File: config.mk
export PLATFORM = sky130hd
export DESIGN_NAME = srcc_top
export DESIGN_NICKNAME = d
export VERILOG_FILES = /design/src/design/srcc_pkg.sv /design/src/design/srcc_top.sv
export SDC_FILE = /design/constraint.sdc
export NUM_CORES = 1
export LEC_CHECK = 0
export BUFFER_PORTS_ARGS = -buffer_cell sky130_fd_sc_hd__buf_2
export CORE_MARGIN = 2
export CORE_UTILIZATION = 45
export DETAILED_ROUTE_END_ITERATION = 10
export GPL_TIMING_DRIVEN = 0
export PLACE_DENSITY = 0.65
export SLEW_MARGIN = 15
export SYNTH_ARGS = -nofsm -noshare
export SYNTH_HDL_FRONTEND = slang
export SYNTH_SLANG_ARGS = --single-unit
File: constraint.sdc
create_clock -name hclk -period 3.1 [get_ports hclk]
set_input_delay 0.155 -clock hclk [delete_from_list [all_inputs] [get_ports hclk]]
set_output_delay 0.155 -clock hclk [all_outputs]
set_load 0.1 [all_outputs]
File: src/design/srcc_pkg.sv
package srcc_pkg;

  // Byte offsets of the word registers
  localparam logic [11:0] CMD_OFFSET     = 12'h1b4;
  localparam logic [11:0] DATA_OFFSET    = 12'h1b8;
  localparam logic [11:0] HWCFG_OFFSET   = 12'h074;
  localparam logic [11:0] IRQ_STS_OFFSET = 12'h1c0;
  localparam logic [11:0] IRQ_EN_OFFSET  = 12'h1c4;
  localparam logic [11:0] IRQ_CLR_OFFSET = 12'h1c8;

  // Field positions
  localparam int BUSY_BIT    = 31;
  localparam int OP_HI       = 30;
  localparam int OP_LO       = 28;
  localparam int OVF_BIT     = 18;
  localparam int TIMEOUT_BIT = 17;
  localparam int SOFTRST_BIT = 0;
  localparam int DRST_BIT    = 1;
  localparam int LOADED_BIT  = 2;

  localparam int ADDR_W  = 8;
  localparam int DATA_W  = 16;
  localparam int FRAME_W = 3 + ADDR_W + DATA_W;
  localparam int IRQ_W   = 3;

  // Interrupt status bits
  localparam int IRQ_OP_DONE = 0;
  localparam int IRQ_TIMEOUT = 1;
  localparam int IRQ_LOADED  = 2;

  // Link frame encodings
  localparam logic [1:0]        LINK_OC_READ  = 2'h2;
  localparam logic [1:0]        LINK_OC_WRITE = 2'h1;
  localparam logic [1:0]        LINK_OC_ERASE = 2'h3;
  localparam logic [1:0]        LINK_OC_SPEC  = 2'h0;
  localparam logic [ADDR_W-1:0] LINK_A_EWDIS  = 8'h00;
  localparam logic [ADDR_W-1:0] LINK_A_EWON   = 8'hc0;
  localparam logic [ADDR_W-1:0] LINK_A_WRALL  = 8'h40;
  localparam logic [ADDR_W-1:0] LINK_A_ERALL  = 8'h80;

  // Loader image markers
  localparam logic [7:0]        LOAD_SIGNATURE  = 8'ha5;
  localparam logic [DATA_W-1:0] LOAD_TERMINATOR = 16'hffff;
  localparam logic [ADDR_W-1:0] LOAD_CFG_ADDR   = 8'h01;
  localparam logic [ADDR_W-1:0] LOAD_LAST_ADDR  = 8'hff;

  // Timing
  localparam int TIMEOUT_MS          = 30;
  localparam int CLK_HZ              = 125000000;
  localparam int TIMEOUT_CYCLES_DFLT = TIMEOUT_MS * (CLK_HZ / 1000);

  typedef enum logic [2:0] {
    OP_READ                    = 3'h0,
    OP_ERASE_WRITE_DISABLE_CMD = 3'h1,
    OP_ERASE_WRITE_ENABLE_CMD  = 3'h2,
    OP_WRITE                   = 3'h3,
    OP_WRITE_ALL_CMD           = 3'h4,
    OP_ERASE                   = 3'h5,
    OP_ERASE_ALL_CMD           = 3'h6,
    OP_RELOAD                  = 3'h7
  } srcc_op_t;

  typedef enum logic [4:0] {
    ST_IDLE     = 5'h01,
    ST_SHIFT    = 5'h02,
    ST_GAP      = 5'h04,
    ST_WAIT_RDY = 5'h08,
    ST_DONE     = 5'h10
  } srcc_fsm_t;

  typedef struct packed {
    srcc_fsm_t          fsm;
    logic               controller_busy_flag;
    srcc_op_t           operation_select_field;
    srcc_op_t           cur_op;
    logic [ADDR_W-1:0]  addr;
    logic [DATA_W-1:0]  data;
    logic               operation_timeout_flag;
    logic               overflow;
    logic               loaded;
    logic               loader;
    logic               sig_ok;
    logic               kick;
    logic [ADDR_W-1:0]  ld_addr;
    logic [DATA_W-1:0]  cfg_word;
    logic [FRAME_W-1:0] shreg;
    logic [4:0]         bitcnt;
    logic [31:0]        tocnt;
    logic [2:0]         clk_sync;
    logic [1:0]         di_sync;
    logic               cs;
    logic               dout;
    logic [IRQ_W-1:0]   irq_sts;
    logic [IRQ_W-1:0]   irq_en;
    logic               ph_valid;
    logic               ph_write;
    logic [11:0]        ph_addr;
    logic [31:0]        hrdata;
  } srcc_state_t;

endpackage

File: src/design/srcc_top.sv
// Functional notes
// RULE1: Writing one to bit 31 of the command register starts the selected operation at the programmed address.
// RULE2: The busy bit stays set for the whole operation and hardware clears it only when the operation ends.
// RULE3: For a read, busy clearing means the data register holds the word fetched from the memory.
// RULE4: Software should not touch command or data registers while busy reads one, nor issue overlapping commands.
// RULE5: A write with no memory attached keeps busy set until the timeout flag sets, then busy clears.
// RULE6: Busy is forced to one right after power-up, pin reset and digital reset.
// RULE7: Busy is also set when software sets the soft reset bit of the hardware config register.
// RULE8: After any reset-started busy period, busy clears once the configuration loader has finished reading.
// RULE9: The operation coded in bits 30:28, reset value 000, is executed only when busy is set.
// RULE10: Codes: 0 read, 1 erase/write disable, 2 erase/write enable, 3 write, 4 write all, 5 erase, 6 erase all, 7 reload.
// RULE11: Erase, erase all, write or write all with no answer within 30 ms sets the timeout flag and returns to idle.
// RULE12: The loader overflow flag clears whenever the loader restarts by reload, soft reset or digital reset.
//
// Local design decision: the AHB-Lite slave port.
`timescale 1ns/10ps

module srcc_top #(
  parameter int TIMEOUT_CYCLES = srcc_pkg::TIMEOUT_CYCLES_DFLT
) (
  input  wire logic        hclk,
  input  wire logic        hresetn,
  input  wire logic        hsel,
  input  wire logic [31:0] haddr,
  input  wire logic [1:0]  htrans,
  input  wire logic        hwrite,
  input  wire logic [2:0]  hsize,
  input  wire logic        hready,
  input  wire logic [31:0] hwdata,
  output logic      [31:0] hrdata,
  output logic             hreadyout,
  output logic             hresp,
  input  wire logic        rom_link_clk,
  input  wire logic        rom_di,
  output logic             rom_cs,
  output logic             rom_do,
  output logic      [15:0] cfg_word,
  output logic             irq
);

  // Ready wait needs at least one counted cycle before the limit
  if (TIMEOUT_CYCLES < 2)
  begin : g_timeout_check
    $error("TIMEOUT_CYCLES must be at least 2");
  end

  localparam logic [31:0] TO_LAST = 32'(TIMEOUT_CYCLES - 1);
  localparam logic [4:0]  FRAME_BITS = 5'(srcc_pkg::FRAME_W);

  srcc_pkg::srcc_state_t s;
  srcc_pkg::srcc_state_t next_s;

  function automatic logic [srcc_pkg::FRAME_W-1:0] build_frame(
    input srcc_pkg::srcc_op_t         op,
    input logic [srcc_pkg::ADDR_W-1:0] a,
    input logic [srcc_pkg::DATA_W-1:0] d
  );
    logic [1:0]                  oc;
    logic [srcc_pkg::ADDR_W-1:0] fa;
    logic [srcc_pkg::DATA_W-1:0] fd;
    oc = srcc_pkg::LINK_OC_SPEC;
    fa = a;
    fd = d;
    unique case (op)
      srcc_pkg::OP_READ, srcc_pkg::OP_RELOAD:
      begin
        oc = srcc_pkg::LINK_OC_READ;
        fd = '0;
      end
      srcc_pkg::OP_WRITE:                   oc = srcc_pkg::LINK_OC_WRITE;
      srcc_pkg::OP_ERASE:                   oc = srcc_pkg::LINK_OC_ERASE;
      srcc_pkg::OP_ERASE_WRITE_DISABLE_CMD: fa = srcc_pkg::LINK_A_EWDIS;
      srcc_pkg::OP_ERASE_WRITE_ENABLE_CMD:  fa = srcc_pkg::LINK_A_EWON;
      srcc_pkg::OP_WRITE_ALL_CMD:           fa = srcc_pkg::LINK_A_WRALL;
      srcc_pkg::OP_ERASE_ALL_CMD:           fa = srcc_pkg::LINK_A_ERALL;
    endcase
    return {1'b1, oc, fa, fd};
  endfunction

  function automatic logic needs_ready(input srcc_pkg::srcc_op_t op);
    return (op == srcc_pkg::OP_WRITE) || (op == srcc_pkg::OP_WRITE_ALL_CMD) ||
           (op == srcc_pkg::OP_ERASE) || (op == srcc_pkg::OP_ERASE_ALL_CMD);
  endfunction

  logic        addr_phase;
  logic        link_rise;
  logic        di;
  logic [31:0] wd;
  logic        restart;
  logic [31:0] rd_mux;

  assign addr_phase = hsel && htrans[1] && hready;
  assign link_rise  = s.clk_sync[1] && !s.clk_sync[2];
  assign di         = s.di_sync[1];
  assign wd         = hwdata;

  always_comb
  begin
    next_s = s;
    restart = 1'b0;

    // Pin synchronisers; stage 0 feeds only stage 1
    next_s.clk_sync = {s.clk_sync[1:0], rom_link_clk};
    next_s.di_sync  = {s.di_sync[0], rom_di};

    // Read data is fetched in the address phase so it stands in the data phase
    rd_mux = 32'h0000_0000;
    unique case (haddr[11:0])
      srcc_pkg::CMD_OFFSET:
      begin
        rd_mux[srcc_pkg::BUSY_BIT]             = s.controller_busy_flag;
        rd_mux[srcc_pkg::OP_HI:srcc_pkg::OP_LO] = s.operation_select_field;
        rd_mux[srcc_pkg::OVF_BIT]              = s.overflow;
        rd_mux[srcc_pkg::TIMEOUT_BIT]          = s.operation_timeout_flag;
        rd_mux[srcc_pkg::ADDR_W-1:0]           = s.addr;
      end
      srcc_pkg::DATA_OFFSET:    rd_mux[srcc_pkg::DATA_W-1:0] = s.data;
      srcc_pkg::HWCFG_OFFSET:   rd_mux[srcc_pkg::LOADED_BIT] = s.loaded;
      srcc_pkg::IRQ_STS_OFFSET: rd_mux[srcc_pkg::IRQ_W-1:0] = s.irq_sts;
      srcc_pkg::IRQ_EN_OFFSET:  rd_mux[srcc_pkg::IRQ_W-1:0] = s.irq_en;
      default:                  rd_mux = 32'h0000_0000;
    endcase

    next_s.ph_valid = addr_phase;
    if (addr_phase)
    begin
      next_s.ph_write = hwrite;
      next_s.ph_addr  = haddr[11:0];
      if (!hwrite)
        next_s.hrdata = rd_mux;
    end

    // Data phase of a write; engine events below override, so a set beats a clear
    if (s.ph_valid && s.ph_write)
    begin
      unique case (s.ph_addr)
        srcc_pkg::CMD_OFFSET:
        begin
          if (wd[srcc_pkg::TIMEOUT_BIT])
            next_s.operation_timeout_flag = 1'b0;
          // Fields are frozen while busy; writes then only clear the timeout
          if (!s.controller_busy_flag)                                            // [RULE4]
          begin
            next_s.operation_select_field = srcc_pkg::srcc_op_t'(wd[srcc_pkg::OP_HI:srcc_pkg::OP_LO]);
            next_s.addr = wd[srcc_pkg::ADDR_W-1:0];
            if (wd[srcc_pkg::BUSY_BIT])
            begin
              next_s.controller_busy_flag = 1'b1;                                 // [RULE1]
              if (srcc_pkg::srcc_op_t'(wd[srcc_pkg::OP_HI:srcc_pkg::OP_LO]) == srcc_pkg::OP_RELOAD)
                restart = 1'b1;                                                   // [RULE10]
              else
              begin
                next_s.cur_op = srcc_pkg::srcc_op_t'(wd[srcc_pkg::OP_HI:srcc_pkg::OP_LO]); // [RULE9]
                next_s.kick = 1'b1;
              end
            end
          end
        end
        srcc_pkg::DATA_OFFSET:
        begin
          if (!s.controller_busy_flag)
            next_s.data = wd[srcc_pkg::DATA_W-1:0];
        end
        srcc_pkg::HWCFG_OFFSET:
        begin
          if (wd[srcc_pkg::SOFTRST_BIT] || wd[srcc_pkg::DRST_BIT])
            restart = 1'b1;                                                       // [RULE7]
        end
        srcc_pkg::IRQ_EN_OFFSET:  next_s.irq_en = wd[srcc_pkg::IRQ_W-1:0];
        srcc_pkg::IRQ_CLR_OFFSET: next_s.irq_sts = s.irq_sts & ~wd[srcc_pkg::IRQ_W-1:0];
        default:
        begin
        end
      endcase
    end

    // Serial engine
    unique case (s.fsm)
      srcc_pkg::ST_IDLE:
      begin
        if (s.kick && s.controller_busy_flag)                                     // [RULE9]
        begin
          next_s.kick   = 1'b0;
          next_s.shreg  = build_frame(s.cur_op, s.loader ? s.ld_addr : s.addr, s.data); // [RULE10]
          next_s.bitcnt = FRAME_BITS;
          next_s.fsm    = srcc_pkg::ST_SHIFT;
        end
      end
      srcc_pkg::ST_SHIFT:
      begin
        if (link_rise)
        begin
          next_s.cs     = 1'b1;
          next_s.dout   = s.shreg[srcc_pkg::FRAME_W-1];
          next_s.shreg  = {s.shreg[srcc_pkg::FRAME_W-2:0], di};
          next_s.bitcnt = s.bitcnt - 5'h01;
          if (s.bitcnt == 5'h01)
            next_s.fsm = srcc_pkg::ST_GAP;
        end
      end
      srcc_pkg::ST_GAP:
      begin
        if (link_rise)
        begin
          next_s.cs    = 1'b0;
          next_s.dout  = 1'b0;
          next_s.tocnt = 32'h0000_0000;
          next_s.fsm   = needs_ready(s.cur_op) ? srcc_pkg::ST_WAIT_RDY : srcc_pkg::ST_DONE;
        end
      end
      srcc_pkg::ST_WAIT_RDY:
      begin
        if (link_rise)
          next_s.cs = 1'b1;
        next_s.tocnt = s.tocnt + 32'h0000_0001;
        if (s.cs && di)
        begin
          next_s.cs  = 1'b0;
          next_s.fsm = srcc_pkg::ST_DONE;
        end
        else if (s.tocnt == TO_LAST)
        begin
          // Missing memory ends here: flag set and busy released together
          next_s.cs = 1'b0;
          next_s.operation_timeout_flag = 1'b1;                                   // [RULE11] [RULE5]
          next_s.irq_sts[srcc_pkg::IRQ_TIMEOUT] = 1'b1;
          next_s.controller_busy_flag = 1'b0;                                     // [RULE5]
          next_s.irq_sts[srcc_pkg::IRQ_OP_DONE] = 1'b1;
          next_s.fsm = srcc_pkg::ST_IDLE;
        end
      end
      srcc_pkg::ST_DONE:
      begin
        next_s.fsm = srcc_pkg::ST_IDLE;
        if (!s.loader)
        begin
          if (s.cur_op == srcc_pkg::OP_READ)
            next_s.data = s.shreg[srcc_pkg::DATA_W-1:0];                          // [RULE3]
          next_s.controller_busy_flag = 1'b0;                                     // [RULE2]
          next_s.irq_sts[srcc_pkg::IRQ_OP_DONE] = 1'b1;
        end
        else if (s.ld_addr == '0 && s.shreg[7:0] != srcc_pkg::LOAD_SIGNATURE)
        begin
          // Blank memory: loader gives up without loading
          next_s.loader = 1'b0;
          next_s.controller_busy_flag = 1'b0;                                     // [RULE8]
          next_s.irq_sts[srcc_pkg::IRQ_LOADED] = 1'b1;
        end
        else if (s.ld_addr != '0 && s.shreg[srcc_pkg::DATA_W-1:0] == srcc_pkg::LOAD_TERMINATOR)
        begin
          next_s.loader = 1'b0;
          next_s.loaded = 1'b1;
          next_s.controller_busy_flag = 1'b0;                                     // [RULE8]
          next_s.irq_sts[srcc_pkg::IRQ_LOADED] = 1'b1;
        end
        else if (s.ld_addr == srcc_pkg::LOAD_LAST_ADDR)
        begin
          next_s.overflow = 1'b1;
          next_s.loader = 1'b0;
          next_s.controller_busy_flag = 1'b0;                                     // [RULE8]
          next_s.irq_sts[srcc_pkg::IRQ_LOADED] = 1'b1;
        end
        else
        begin
          if (s.ld_addr == srcc_pkg::LOAD_CFG_ADDR)
            next_s.cfg_word = s.shreg[srcc_pkg::DATA_W-1:0];
          next_s.ld_addr = s.ld_addr + 8'h01;
          next_s.kick = 1'b1;
        end
      end
      default:
        next_s.fsm = srcc_pkg::ST_IDLE;
    endcase

    // Loader restart aborts any frame in flight
    if (restart)
    begin
      next_s.controller_busy_flag = 1'b1;                                         // [RULE7] [RULE6]
      next_s.overflow = 1'b0;                                                     // [RULE12]
      next_s.loaded   = 1'b0;
      next_s.loader   = 1'b1;
      next_s.ld_addr  = '0;
      next_s.cur_op   = srcc_pkg::OP_READ;
      next_s.kick     = 1'b1;
      next_s.cs       = 1'b0;
      next_s.dout     = 1'b0;
      next_s.fsm      = srcc_pkg::ST_IDLE;
    end
  end

  always_ff @(posedge hclk or negedge hresetn)
  begin
    if (!hresetn)
    begin
      s <= '0;
      s.fsm <= srcc_pkg::ST_IDLE;
      s.controller_busy_flag <= 1'b1;                                             // [RULE6]
      s.operation_select_field <= srcc_pkg::OP_READ;
      s.cur_op <= srcc_pkg::OP_READ;
      s.loader <= 1'b1;                                                           // [RULE8]
      s.kick <= 1'b1;
    end
    else
    begin
      s <= next_s;
    end
  end

  assign hrdata    = s.hrdata;
  assign hreadyout = 1'b1;
  assign hresp     = 1'b0;
  assign rom_cs    = s.cs;
  assign rom_do    = s.dout;
  assign cfg_word  = s.cfg_word;
  assign irq       = |(s.irq_sts & s.irq_en);

endmodule

# Word level (Yosys, flattened, before mapping)
# Index checks and enable logic that the tools add are counted.
# word_totals
reg_bits	178
input_bits	76
out_inout_bits	53
word_cells	220
# op_classes
add_sub_neg	3
n_eq_ne	43
muxes	98
bitwise_logic	8
reduce_logical	42
# op_table
cell	count
$mux 32	4
$pmux 32 s2	2
$mux 16	7
$mux 25	4
$eq 12x9->1 const B	8
$mux 1	38
$add 32x1->32 const B	1
$eq 32x22->1 const B	1
$pmux 8 s4	1
$mux 15	2
$mux 5	6
$eq 12x7->1 const B	2
$mux 24	1
$mux 3	8
$pmux 5 s4	1
$reduce_and 5->1	4
$mux 6	3
$reduce_bool 2->1	9
$eq 16x16->1 const B	1
$mux 8	2
$eq 3x3->1 const B	5
$mux 2	7
$ne 2x2->1 const B	7
$ne 3x3->1 const B	4
40 further kinds	66

# Depth between registers and ports, before layout
# Gate-level depths: netlist of the first run.
# logic_depth
word_depth	12
ltp_mapped	8
mapped_depth_nobuf	6

# Least setup slack after synthesis of the first run
# No wires, ideal clock.
# synth_timing
path_kind	register -> register
startpoint	reg s[146] (netlist name)
endpoint	reg s (netlist bit cfg_word[10])
setup_ns	0.125
t_arrival_ns	2.202
required_ns	2.975
setup_slack_ns	0.773
path_stages_with_launch	7
path_buffers	1
period_less_slack_ns	2.327
cell_sequence	dfrtp_1 > nor4_4 > nand3_2 > mux2_4 > nor4_4 > buf_8 > mux2_4
# synth_via
elab_chain_len	4
word_cells_on_any_way	10
cone_classes	eq/ne (2); bitwise (3); reduce/logical (5)
# synth_rtl
element	line	rtl
start: declaration	srcc_top.sv:50	srcc_pkg::srcc_state_t s;
start signal: assignment	srcc_top.sv:305	s <= next_s;
$reduce_bool 8->1 / $logic_not 8->1 (equally long branches)	srcc_top.sv:249, srcc_top.sv:242	
$logic_and 1x1->1 (on tied branches)	srcc_top.sv:249, srcc_top.sv:242	
$not 1->1 (no line)	n/a	
$reduce_and 6->1 (no line) *	n/a	
# Every way passes the cells marked *; elsewhere a longest branch is shown, timed or not.
# A chain may end at the register's enable or synchronous reset.

# Final worst setup path of the first run
# layout_timing
startpoint	reg s[146] (netlist name)
endpoint	reg s (netlist bit cfg_word[5])
# Same word-level chain as after synthesis.

==> results by stage, run 1 <==
Status:
- The run finished with clean final reports.

Clocking:
- Buffers inserted to repair hold after CTS numbered 14.
- The number of clock buffers added by TritonCTS is 17.
- TritonCTS built the clock tree.
- Post-CTS timing repair inserted 0 buffers for setup.
- The count of H-tree levels built during CTS is 4.
- For the worst-skew pair, the clock arrives at the later sink with an insertion delay of 0.44 ns.
- The clock net in this run drives a total of 178 sinks.
- Clock-pin slew was measured on the worst setup and hold paths at 0.07 ns.
- The post-cts repair resize count is 0.
- The clock root buffer is sky130_fd_sc_hd__clkbuf_16.
- In this run the deepest clock path goes through 2 buffers.

Critical path:
- The register-to-register path setup slack is 0.27 ns.
- The worst setup path is launched from a flip-flop.
- The longest individual stage delay on the worst path is 0.71 ns.
- The signal on the critical path passes through nor4_4 -> nand3_2 -> mux2_4 -> nor4_4 -> buf_8 -> mux2_4.
- The element type at the critical path end is a flip-flop.
- The biggest fanout along the worst timing path is 10.
- The cell with the biggest individual delay on the critical path is sky130_fd_sc_hd__nor4_4.
- The type of the worst setup path is flip-flop to flip-flop.
- At the worst endpoint, the arrival time is 3.15 ns.
- At the worst endpoint, the required time is 3.42 ns.

Pwr:
- Of the total power, the share spent switching nets is 0.2560.
- Of the total power, combinational logic draws 0.056.
- Of the total power, the clock network draws 0.450.
- The sequential cell fraction of total power is 0.494.
- The switching component of the power is between 1 and 1.5 mW.
- The worst-case IR drop observed on VDD is approximately 0.00032 V.
- The internal power consumption is 3.608 mW.
- Dividing total power by cell area gives a power density of 458.7 nW/µm².
- The leakage dissipation is 4.880 nW.
- The overall power is 4.849 mW.

Floorplan:
- The number of primary I/O pins is 129.
- The core footprint is between 15,000 and 20,000 µm².
- The starting utilization of the core area is 0.4613.
- The area of the die is 21,230 µm².
- Row generation in the floorplan step produced between 50 and 60 rows.
- In this run the vertical extent of the chip is 145.7 µm.
- From left edge to right edge, the die measures 145.7 µm.

Run:
- The reported max-cap violation count is 0.

Finish:
- Of the cells placed in the final design, the portion with a size suffix greater than 1 is 0.2247.
- The number of antenna diodes is 0.
- The area overhead of the layout relative to synthesis is 17.00%.
- The final-stage net count is 1,115.
- The filler cells instantiated in the layout total 1,788.

Timing:
- The normalized max-slew margin is 0.3301.
- Setup repair after global routing left no endpoint under its margin.
- The worst hold margin is ~0.007 ns.
- The maximum clock frequency is 353.6 MHz.
- Setup violations remaining at the end of the flow were counted as 0.
- The final-report max-slew violation count is 0.
- The maximum clock skew at final layout is approximately 0.012 ns.
- The actual transition at the worst max-transition pin is roughly 1 ns.
- The minimum period implied by the final worst setup slack is 2.828 ns.
- The final hold violation count came to 0.
- The portion of the clock cycle consumed by the worst path in the final layout is 0.9123.

GRT:
- The remaining global-route overflow is 0.
- The number of antenna violations at the first check in global routing is 0.
- The pin count of the biggest net entering global routing is between 100 and 150.
- The number of global-route vias before repair is around 7,000.
- The first global-routing pass estimated 37.33 mm of wire.
- The global-route total usage across every layer is 0.2176.

Logic synthesis:
- Among all flip-flop cells after synthesis, the most frequent one is sky130_fd_sc_hd__dfrtp_1.
- The post-synthesis cell count is 910.
- For this run, the register share of the synthesized area comes to 0.4935.
- By area the synthesized netlist is led by sky130_fd_sc_hd__dfrtp_1 48%, sky130_fd_sc_hd__mux2_2 4.9%, sky130_fd_sc_hd__nand2_1 4.8%, sky130_fd_sc_hd__buf_4 4.2%, sky130_fd_sc_hd__o21ai_0 3.7%.
- For this run, asynchronously set or reset flops after synthesis account for 1.000.
- After synthesis the cells add up to 9036 µm².
- The average cell area after synthesis is a little under 10 µm².
- Yosys mapped a number of flops with a built-in enable equal to 0.
- Synthesis instantiated between 60 and 70 different standard cells from the library.
- The proportion of netlist area held by the largest area contributor is 0.4819.
- The Yosys step of the flow raised 0 warnings.
- The biggest area contributor in the post-synthesis netlist is sky130_fd_sc_hd__dfrtp_1.
- The synthesized design contains 178 register bits.
- By count the netlist is led by 174 x sky130_fd_sc_hd__dfrtp_1, 115 x sky130_fd_sc_hd__nand2_1, 67 x sky130_fd_sc_hd__o21ai_0, 58 x sky130_fd_sc_hd__nor2_1, 50 x sky130_fd_sc_hd__buf_4.
- The dominant cell by count in the synthesized netlist is sky130_fd_sc_hd__dfrtp_1.

Routing:
- Before antenna repair, the detailed router went through 5 iterations.
- Across all layers, the routed design uses 7,391 vias.
- Once detail routing completed, the nets flagged for antenna violations numbered 0.
- The final wirelength is around 23 mm.
- The detailed-route vias per instance is 5.638.
- Dividing the detail-routed wire length by the instance count gives 17.38 µm.
- For this run, design rule violations remaining after detail routing come to 0.
- The initial detailed-routing violation count is 572.

Placed design:
- The HPWL reported at the end of detailed placement is 16.00 mm.
- The global placer's final weighted congestion is roughly 0.87.
- Port buffering added 79 buffers.

Hold path:
- The min-delay analysis places its worst path in the category primary input to flip-flop.
[layout by cell type, fill, tap and decap left out, drive strengths merged, types with 4 or more instances in the layout]
cell / instances
dfrtp: 174
clkbuf: 54
nand3: 50
o211ai: 7
conb: 12
ha: 6
o41ai: 4
and3: 8
and2: 6
nand4b: 5
mux2i: 31
a22oi: 27
a31oi: 12
nand2b: 7
nand4: 21
and4: 8
o31ai: 6
o21ai: 67
xor2: 5
buf: 138
clkinv: 5
nor2b: 5
nor2: 58
nor3: 16
a21oi: 39
inv: 21
nor4: 15
dlygate4sd3: 14
mux2: 50
dfstp: 4
nand2: 115
[final cells by class]
class / instances / area, µm² / area share
Inverter: 14 / 52.55 / 0.004970
Multi-Input combinational cell: 633 / 4004 / 0.3787
Tap cell: 265 / 331.6 / 0.03136
Timing Repair Buffer: 94 / 573.1 / 0.05420
Clock buffer: 17 / 425.4 / 0.04024
Clock inverter: 15 / 168.9 / 0.01598
Buffer: 95 / 558.0 / 0.05278
Sequential cell: 178 / 4459 / 0.4218
[cells by family (layout without fill, tap and decap cells)]
| logic type | Yosys count | after routing | share of synthesized area |
|---|---|---|---|
| muxes | 81 | 81 | 0.1012 |
| other | 2 | 12 | 0.0008311 |
| and+or+nand+nor | 341 | 341 | 0.1951 |
| AOI/OAI and AO/OA | 186 | 186 | 0.1267 |
| adders and majority gates | 6 | 6 | 0.008308 |
| DFF | 178 | 178 | 0.4935 |
| buffers and inverters | 109 | 235 | 0.06757 |
| xor gates and xnor gates | 7 | 7 | 0.006785 |
[per-stage QoR]
step           TNS, ns  area, µm²  std cells  worst slack [ns]  utilization
3_5_place_dp         0       9838       1265            0.3368       0.5022
6_report             0      10570       1311            0.2719       0.5397
5_1_grt              0      10570       1311            0.2033       0.5397
2_1_floorplan        0       9074        920            0.7727            -
3_3_place_gp   -180.17       9801       1264            -1.046       0.5003
4_1_cts              0      10570       1311            0.3231       0.5397
[critical path: cells and delay by family, from the launching register on]
kind                   cells  cell delay (ns)
buffers and inverters      1             0.26
flip-flops                 1             0.50
multiplexers               2             0.69
AND/OR/NAND/NOR            3             1.26
[worst paths after layout]
kind                               end  cells past startpoint  startpoint
min in group asynchronous   next_s[55]                      2     hresetn
max reg2reg                cfg_word[5]                      6      s[146]
max                        cfg_word[5]                      6      s[146]
min                             s[165]                      3  hwdata[12]
min reg2reg                 next_s[58]                      0  next_s[57]
max in group asynchronous       s[183]                      3     hresetn
[power by group through the flow]
stage / Clock [mW] / Combinational (mW) / Sequential, mW
floorplan: 0 / 0.156 / 2.43
global placement: 0 / 0.254 / 2.44
detailed placement: 0 / 0.263 / 2.44
CTS: 2.22 / 0.278 / 2.40
global route: 2.32 / 0.301 / 2.40
finish: 2.18 / 0.273 / 2.40
[state kept, by name (all words and copies together), names as in the netlist]
| signal | flops |
|---|---|
| rom_do | 1 |
| next_s | 3 |
| hrdata | 22 |
| s | 134 |
| rom_cs | 1 |
| cfg_word | 16 |
| di | 1 |
[metal layers]
layer | global-route usage | vias to the layer above | share of wire
li1 | - | 3482 | -
met2 | 0.3229 | 214 | 0.45
met5 | 0 | - | 0
met3 | 0.03824 | 16 | 0.057
met4 | 0.04902 | 0 | 0.0094
met1 | 0.3323 | 3679 | 0.48
Power figures use the tool's default switching activity.
==> run 2: changes to the inputs <==
--- a/config.mk
+++ b/config.mk
@@ -6,11 +6,13 @@
 export NUM_CORES = 1
 export LEC_CHECK = 0
 export BUFFER_PORTS_ARGS = -buffer_cell sky130_fd_sc_hd__buf_2
+export CELL_PAD_IN_SITES_DETAIL_PLACEMENT = 0
+export CELL_PAD_IN_SITES_GLOBAL_PLACEMENT = 1
 export CORE_MARGIN = 2
 export CORE_UTILIZATION = 45
 export DETAILED_ROUTE_END_ITERATION = 10
 export GPL_TIMING_DRIVEN = 0
-export PLACE_DENSITY = 0.65
+export PLACE_DENSITY_LB_ADDON = 0.1
 export SLEW_MARGIN = 15
 export SYNTH_ARGS = -nofsm -noshare
 export SYNTH_HDL_FRONTEND = slang
==> run 2 against run 1 <==
Highest routed layer unchanged. Sequential share of layout area decreased by 0.060 points. Die area unchanged. Non-clock buffer count increased by 3. Register-to-register slack gained 0.11 ns. Routed wire length up 2.3%. Utilization increased by 0.077 points. Largest cell class unchanged. Largest power group unchanged. Total power shrank 0.99%. Cell count increased by 0.23%. Count of clock-buffer cells in the layout is 1 higher. Worst setup slack gained 0.11 ns. Sequential power about the same. Via count decreased by 2.9%.
==> results by stage, run 2 (same netlist as run 1, synthesis figures left out) <==
Timing:
- The final hold violation count is 0 (unchanged).
- The normalized max-slew margin is 0.5002 (+0.1701).
- The worst hold margin is 0.01469 ns (+0.007840 ns).
- The minimum period implied by the final worst setup slack was 2.722 ns (-0.1061 ns).
- The portion of the clock cycle consumed by the worst path in the final layout was 0.8781 (-0.03422).
- The final sum of negative setup slack is 0 ns (unchanged).
- The final-report max-slew violation count came to 0 (unchanged).
- Setup repair after global routing left no endpoint under its margin.
- The maximum clock skew at final layout is 0.01352 ns (+0.001292 ns).
- The number of failing setup endpoints in the final timing report is 0 (unchanged).
- The maximum clock frequency is 367.4 MHz (+3.9%).
- The actual transition at the worst max-transition pin is 0.7428 ns (-0.2543 ns).

Critical path:
- The biggest fanout along the worst timing path is 10 (unchanged).
- The element type at the critical path end is a flip-flop.
- In this run the worst setup path terminates at s[178].
- The startpoint identified for the worst register-to-register timing path is s[33].
- The data arrival time of the critical path is 3.01 ns (-0.14 ns).
- The origin of the worst setup path is s[33].
- The register-to-register path setup slack came to 0.38 ns (+0.11 ns).
- In this run the critical register-to-register path is captured at s[178].
- The type of the worst setup path is flip-flop to flip-flop.
- STA classifies the critical path startpoint as a flip-flop.
- The number of cells on the worst reg-to-reg path is 7 (+1).
- The critical path required time is 3.39 ns (-0.03 ns).

Routing:
- The post-detailed-route count of antenna-violating nets came to 0 (unchanged).
- The detailed-route vias per instance came to 5.462 (-3.1%).
- The initial detailed-routing violation count is 386 (-33%).
- The number of detailed-route iterations in the first pass came to 5 (unchanged).
- The final wirelength is 23.31 mm (+2.3%).
- The average wire per cell in the routed design is 17.74 µm (+2.1%).
- The number of vias after detailed routing is 7,177 (-2.9%).
- The remaining routing DRC violations is 0 (unchanged).

Finish:
- The most common cell after layout, fill and taps aside is sky130_fd_sc_hd__dfrtp_1.
- The flip-flop and latch area is 4459 µm² (unchanged).
- The utilization of the core after routing is 0.5405 (+0.0007660).
- The flip-flop count of the largest register, all copies and words added is 134 (unchanged).
- The final-stage net count was 1,118 (+0.27%).
- The number of inserted filler cells in the final layout came to 1,828 (+2.2%).
- The area of the multi-input gates was 4004 µm² (unchanged).
- Compared with the post-synthesis result, the final layout area differs by 17.17%.
- The top cell types in the final layout, fill and taps aside, are 174 x sky130_fd_sc_hd__dfrtp_1, 115 x sky130_fd_sc_hd__nand2_1, 80 x sky130_fd_sc_hd__buf_2.
- The number of antenna diodes is 0 (unchanged).
- The most flop-heavy register is s.
- The proportion of layout cells with a drive suffix above 1 came to 0.2240 (-0.0006425).

Floorplan:
- The standard-cell row count is 51 (unchanged).
- The core footprint came to 19,590 µm² (unchanged).
- The width of the die is 145.7 µm (unchanged).
- The chip height came to 145.7 µm (unchanged).
- The number of primary I/O pins was 129 (unchanged).
- The area of the die came to 21,230 µm² (unchanged).
- The starting utilization of the core area came to 0.4613 (unchanged).

Clocking:
- The CTS tree is done.
- The clock root buffer is sky130_fd_sc_hd__clkbuf_16.
- The clock-pin slew reported for the worst setup and hold paths after clock tree synthesis came to 0.08 ns (about the same).
- The setup fix buffers added after clock tree synthesis is 0 (unchanged).
- The post-cts repair resize count is 0 (unchanged).
- The maximum buffer depth of the clock tree is 2 (unchanged).
- The clock sink total is 178 (unchanged).
- The later-pin clock latency in the skew report is 0.43 ns (about the same).
- The number of buffers added by the clock tree synthesis step is 17 (unchanged).
- The number of hold-repair buffers added at the cts stage came to 17 (+3).
- The count of H-tree levels built during CTS is 4 (unchanged).

GRT:
- The pin count of the biggest net entering global routing is 96 (-5.0%).
- The remaining global-route overflow is 0 (unchanged).
- The global-route wire length before repair is 38.47 mm (+3.1%).
- The number of global-route vias before repair was 7,137 (+2.2%).
- The number of antenna violations at the first check in global routing is 0 (unchanged).
- The global-route total usage across every layer is 0.2255 (+0.007895).

Placed design:
- The HPWL reported at the end of detailed placement came to 16.73 mm (+4.5%).
- The number of port buffers came to 79 (unchanged).
- The global placer's final weighted congestion is 0.8804 (+1.6%).

Run:
- The reported max-cap violation count was 0 (unchanged).

Pwr:
- The peak supply drop is 0.0003329 V (+3.7%).
- The total power per unit cell area was 453.5 nW/µm² (-1.1%).
- The leakage dissipation is 4.886 nW (+0.12%).

Hold path:
- The worst hold path begins at hwdata[11].
- The path class of the tightest hold or removal check is primary input to flip-flop.

Status:
- The run finished with clean final reports.
-- run 2: cell count changes in the layout (fill, tap and decap cells not counted), moves of 2 or more --
cell | previous run | this run
sky130_fd_sc_hd__dlygate4sd3_1 | 14 | 17
sky130_fd_sc_hd__inv_8 | 3 | 5
sky130_fd_sc_hd__clkinv_4 | 2 | 4
sky130_fd_sc_hd__inv_6 | 4 | 2
-- run 2: critical path, cell delays in order, from the launching register on --
cell and delay, ns:
sky130_fd_sc_hd__dfrtp_1 0.38, sky130_fd_sc_hd__nor4bb_1 0.61, sky130_fd_sc_hd__and4_1 0.29, sky130_fd_sc_hd__clkbuf_1 0.26, sky130_fd_sc_hd__and2_1 0.18, sky130_fd_sc_hd__clkbuf_1 0.25, sky130_fd_sc_hd__clkbuf_1 0.50, sky130_fd_sc_hd__nor2_1 0.11
-- run 2: power by group --
part	switching (mW)	total (mW)	internal (mW)
clock	1.04	2.13	1.09
combinational	0.180	0.279	0.0981
sequential	0.0320	2.40	2.36
total	1.25	4.80	3.55
-- run 2: how the worst min path moves through the flow --
stage	depth (start not counted)	slack, ns	endpoint
after global placement	1	0.26	next_s[57]
after CTS	3	0.0007	s[166]
final	3	0.01	s[164]
after global routing	2	0.01	s[174]
after floorplan	0	-0.14	cfg_word[0]
after detailed placement	1	0.20	s[44]
-- run 2: routing by layer --
metal | vias up | track usage | routed length [µm]
met5 | - | 0 | 0
met4 | 0 | 0.06961 | 499
met3 | 28 | 0.03950 | 872
met2 | 158 | 0.3733 | 11210
met1 | 3502 | 0.3035 | 10730
li1 | 3489 | - | -
-- run 2: final cells by class --
| type | count | area share |
|---|---|---|
| clock inverters | 14 | 0.01324 |
| repair buffers | 97 | 0.05696 |
| well taps | 265 | 0.03132 |
| plain buffers | 95 | 0.05271 |
| inverters | 14 | 0.004963 |
| flip-flops and latches | 178 | 0.4212 |
| clock buffers | 18 | 0.04148 |
| multi-input cells | 633 | 0.3782 |
-- run 2: stage by stage --
| stage | instances | setup WS (ns) | cell area (µm²) | power [mW] |
|---|---|---|---|---|
| after global placement | 1264 | -1.104 | 9801 | 2.696 |
| final | 1314 | 0.3780 | 10590 | 4.801 |
| after detailed placement | 1265 | 0.4008 | 9838 | 2.704 |
| after floorplan | 920 | 0.7727 | 9074 | 2.586 |
| after global routing | 1314 | 0.1354 | 10590 | 4.978 |
| after CTS | 1314 | 0.3644 | 10590 | 4.860 |
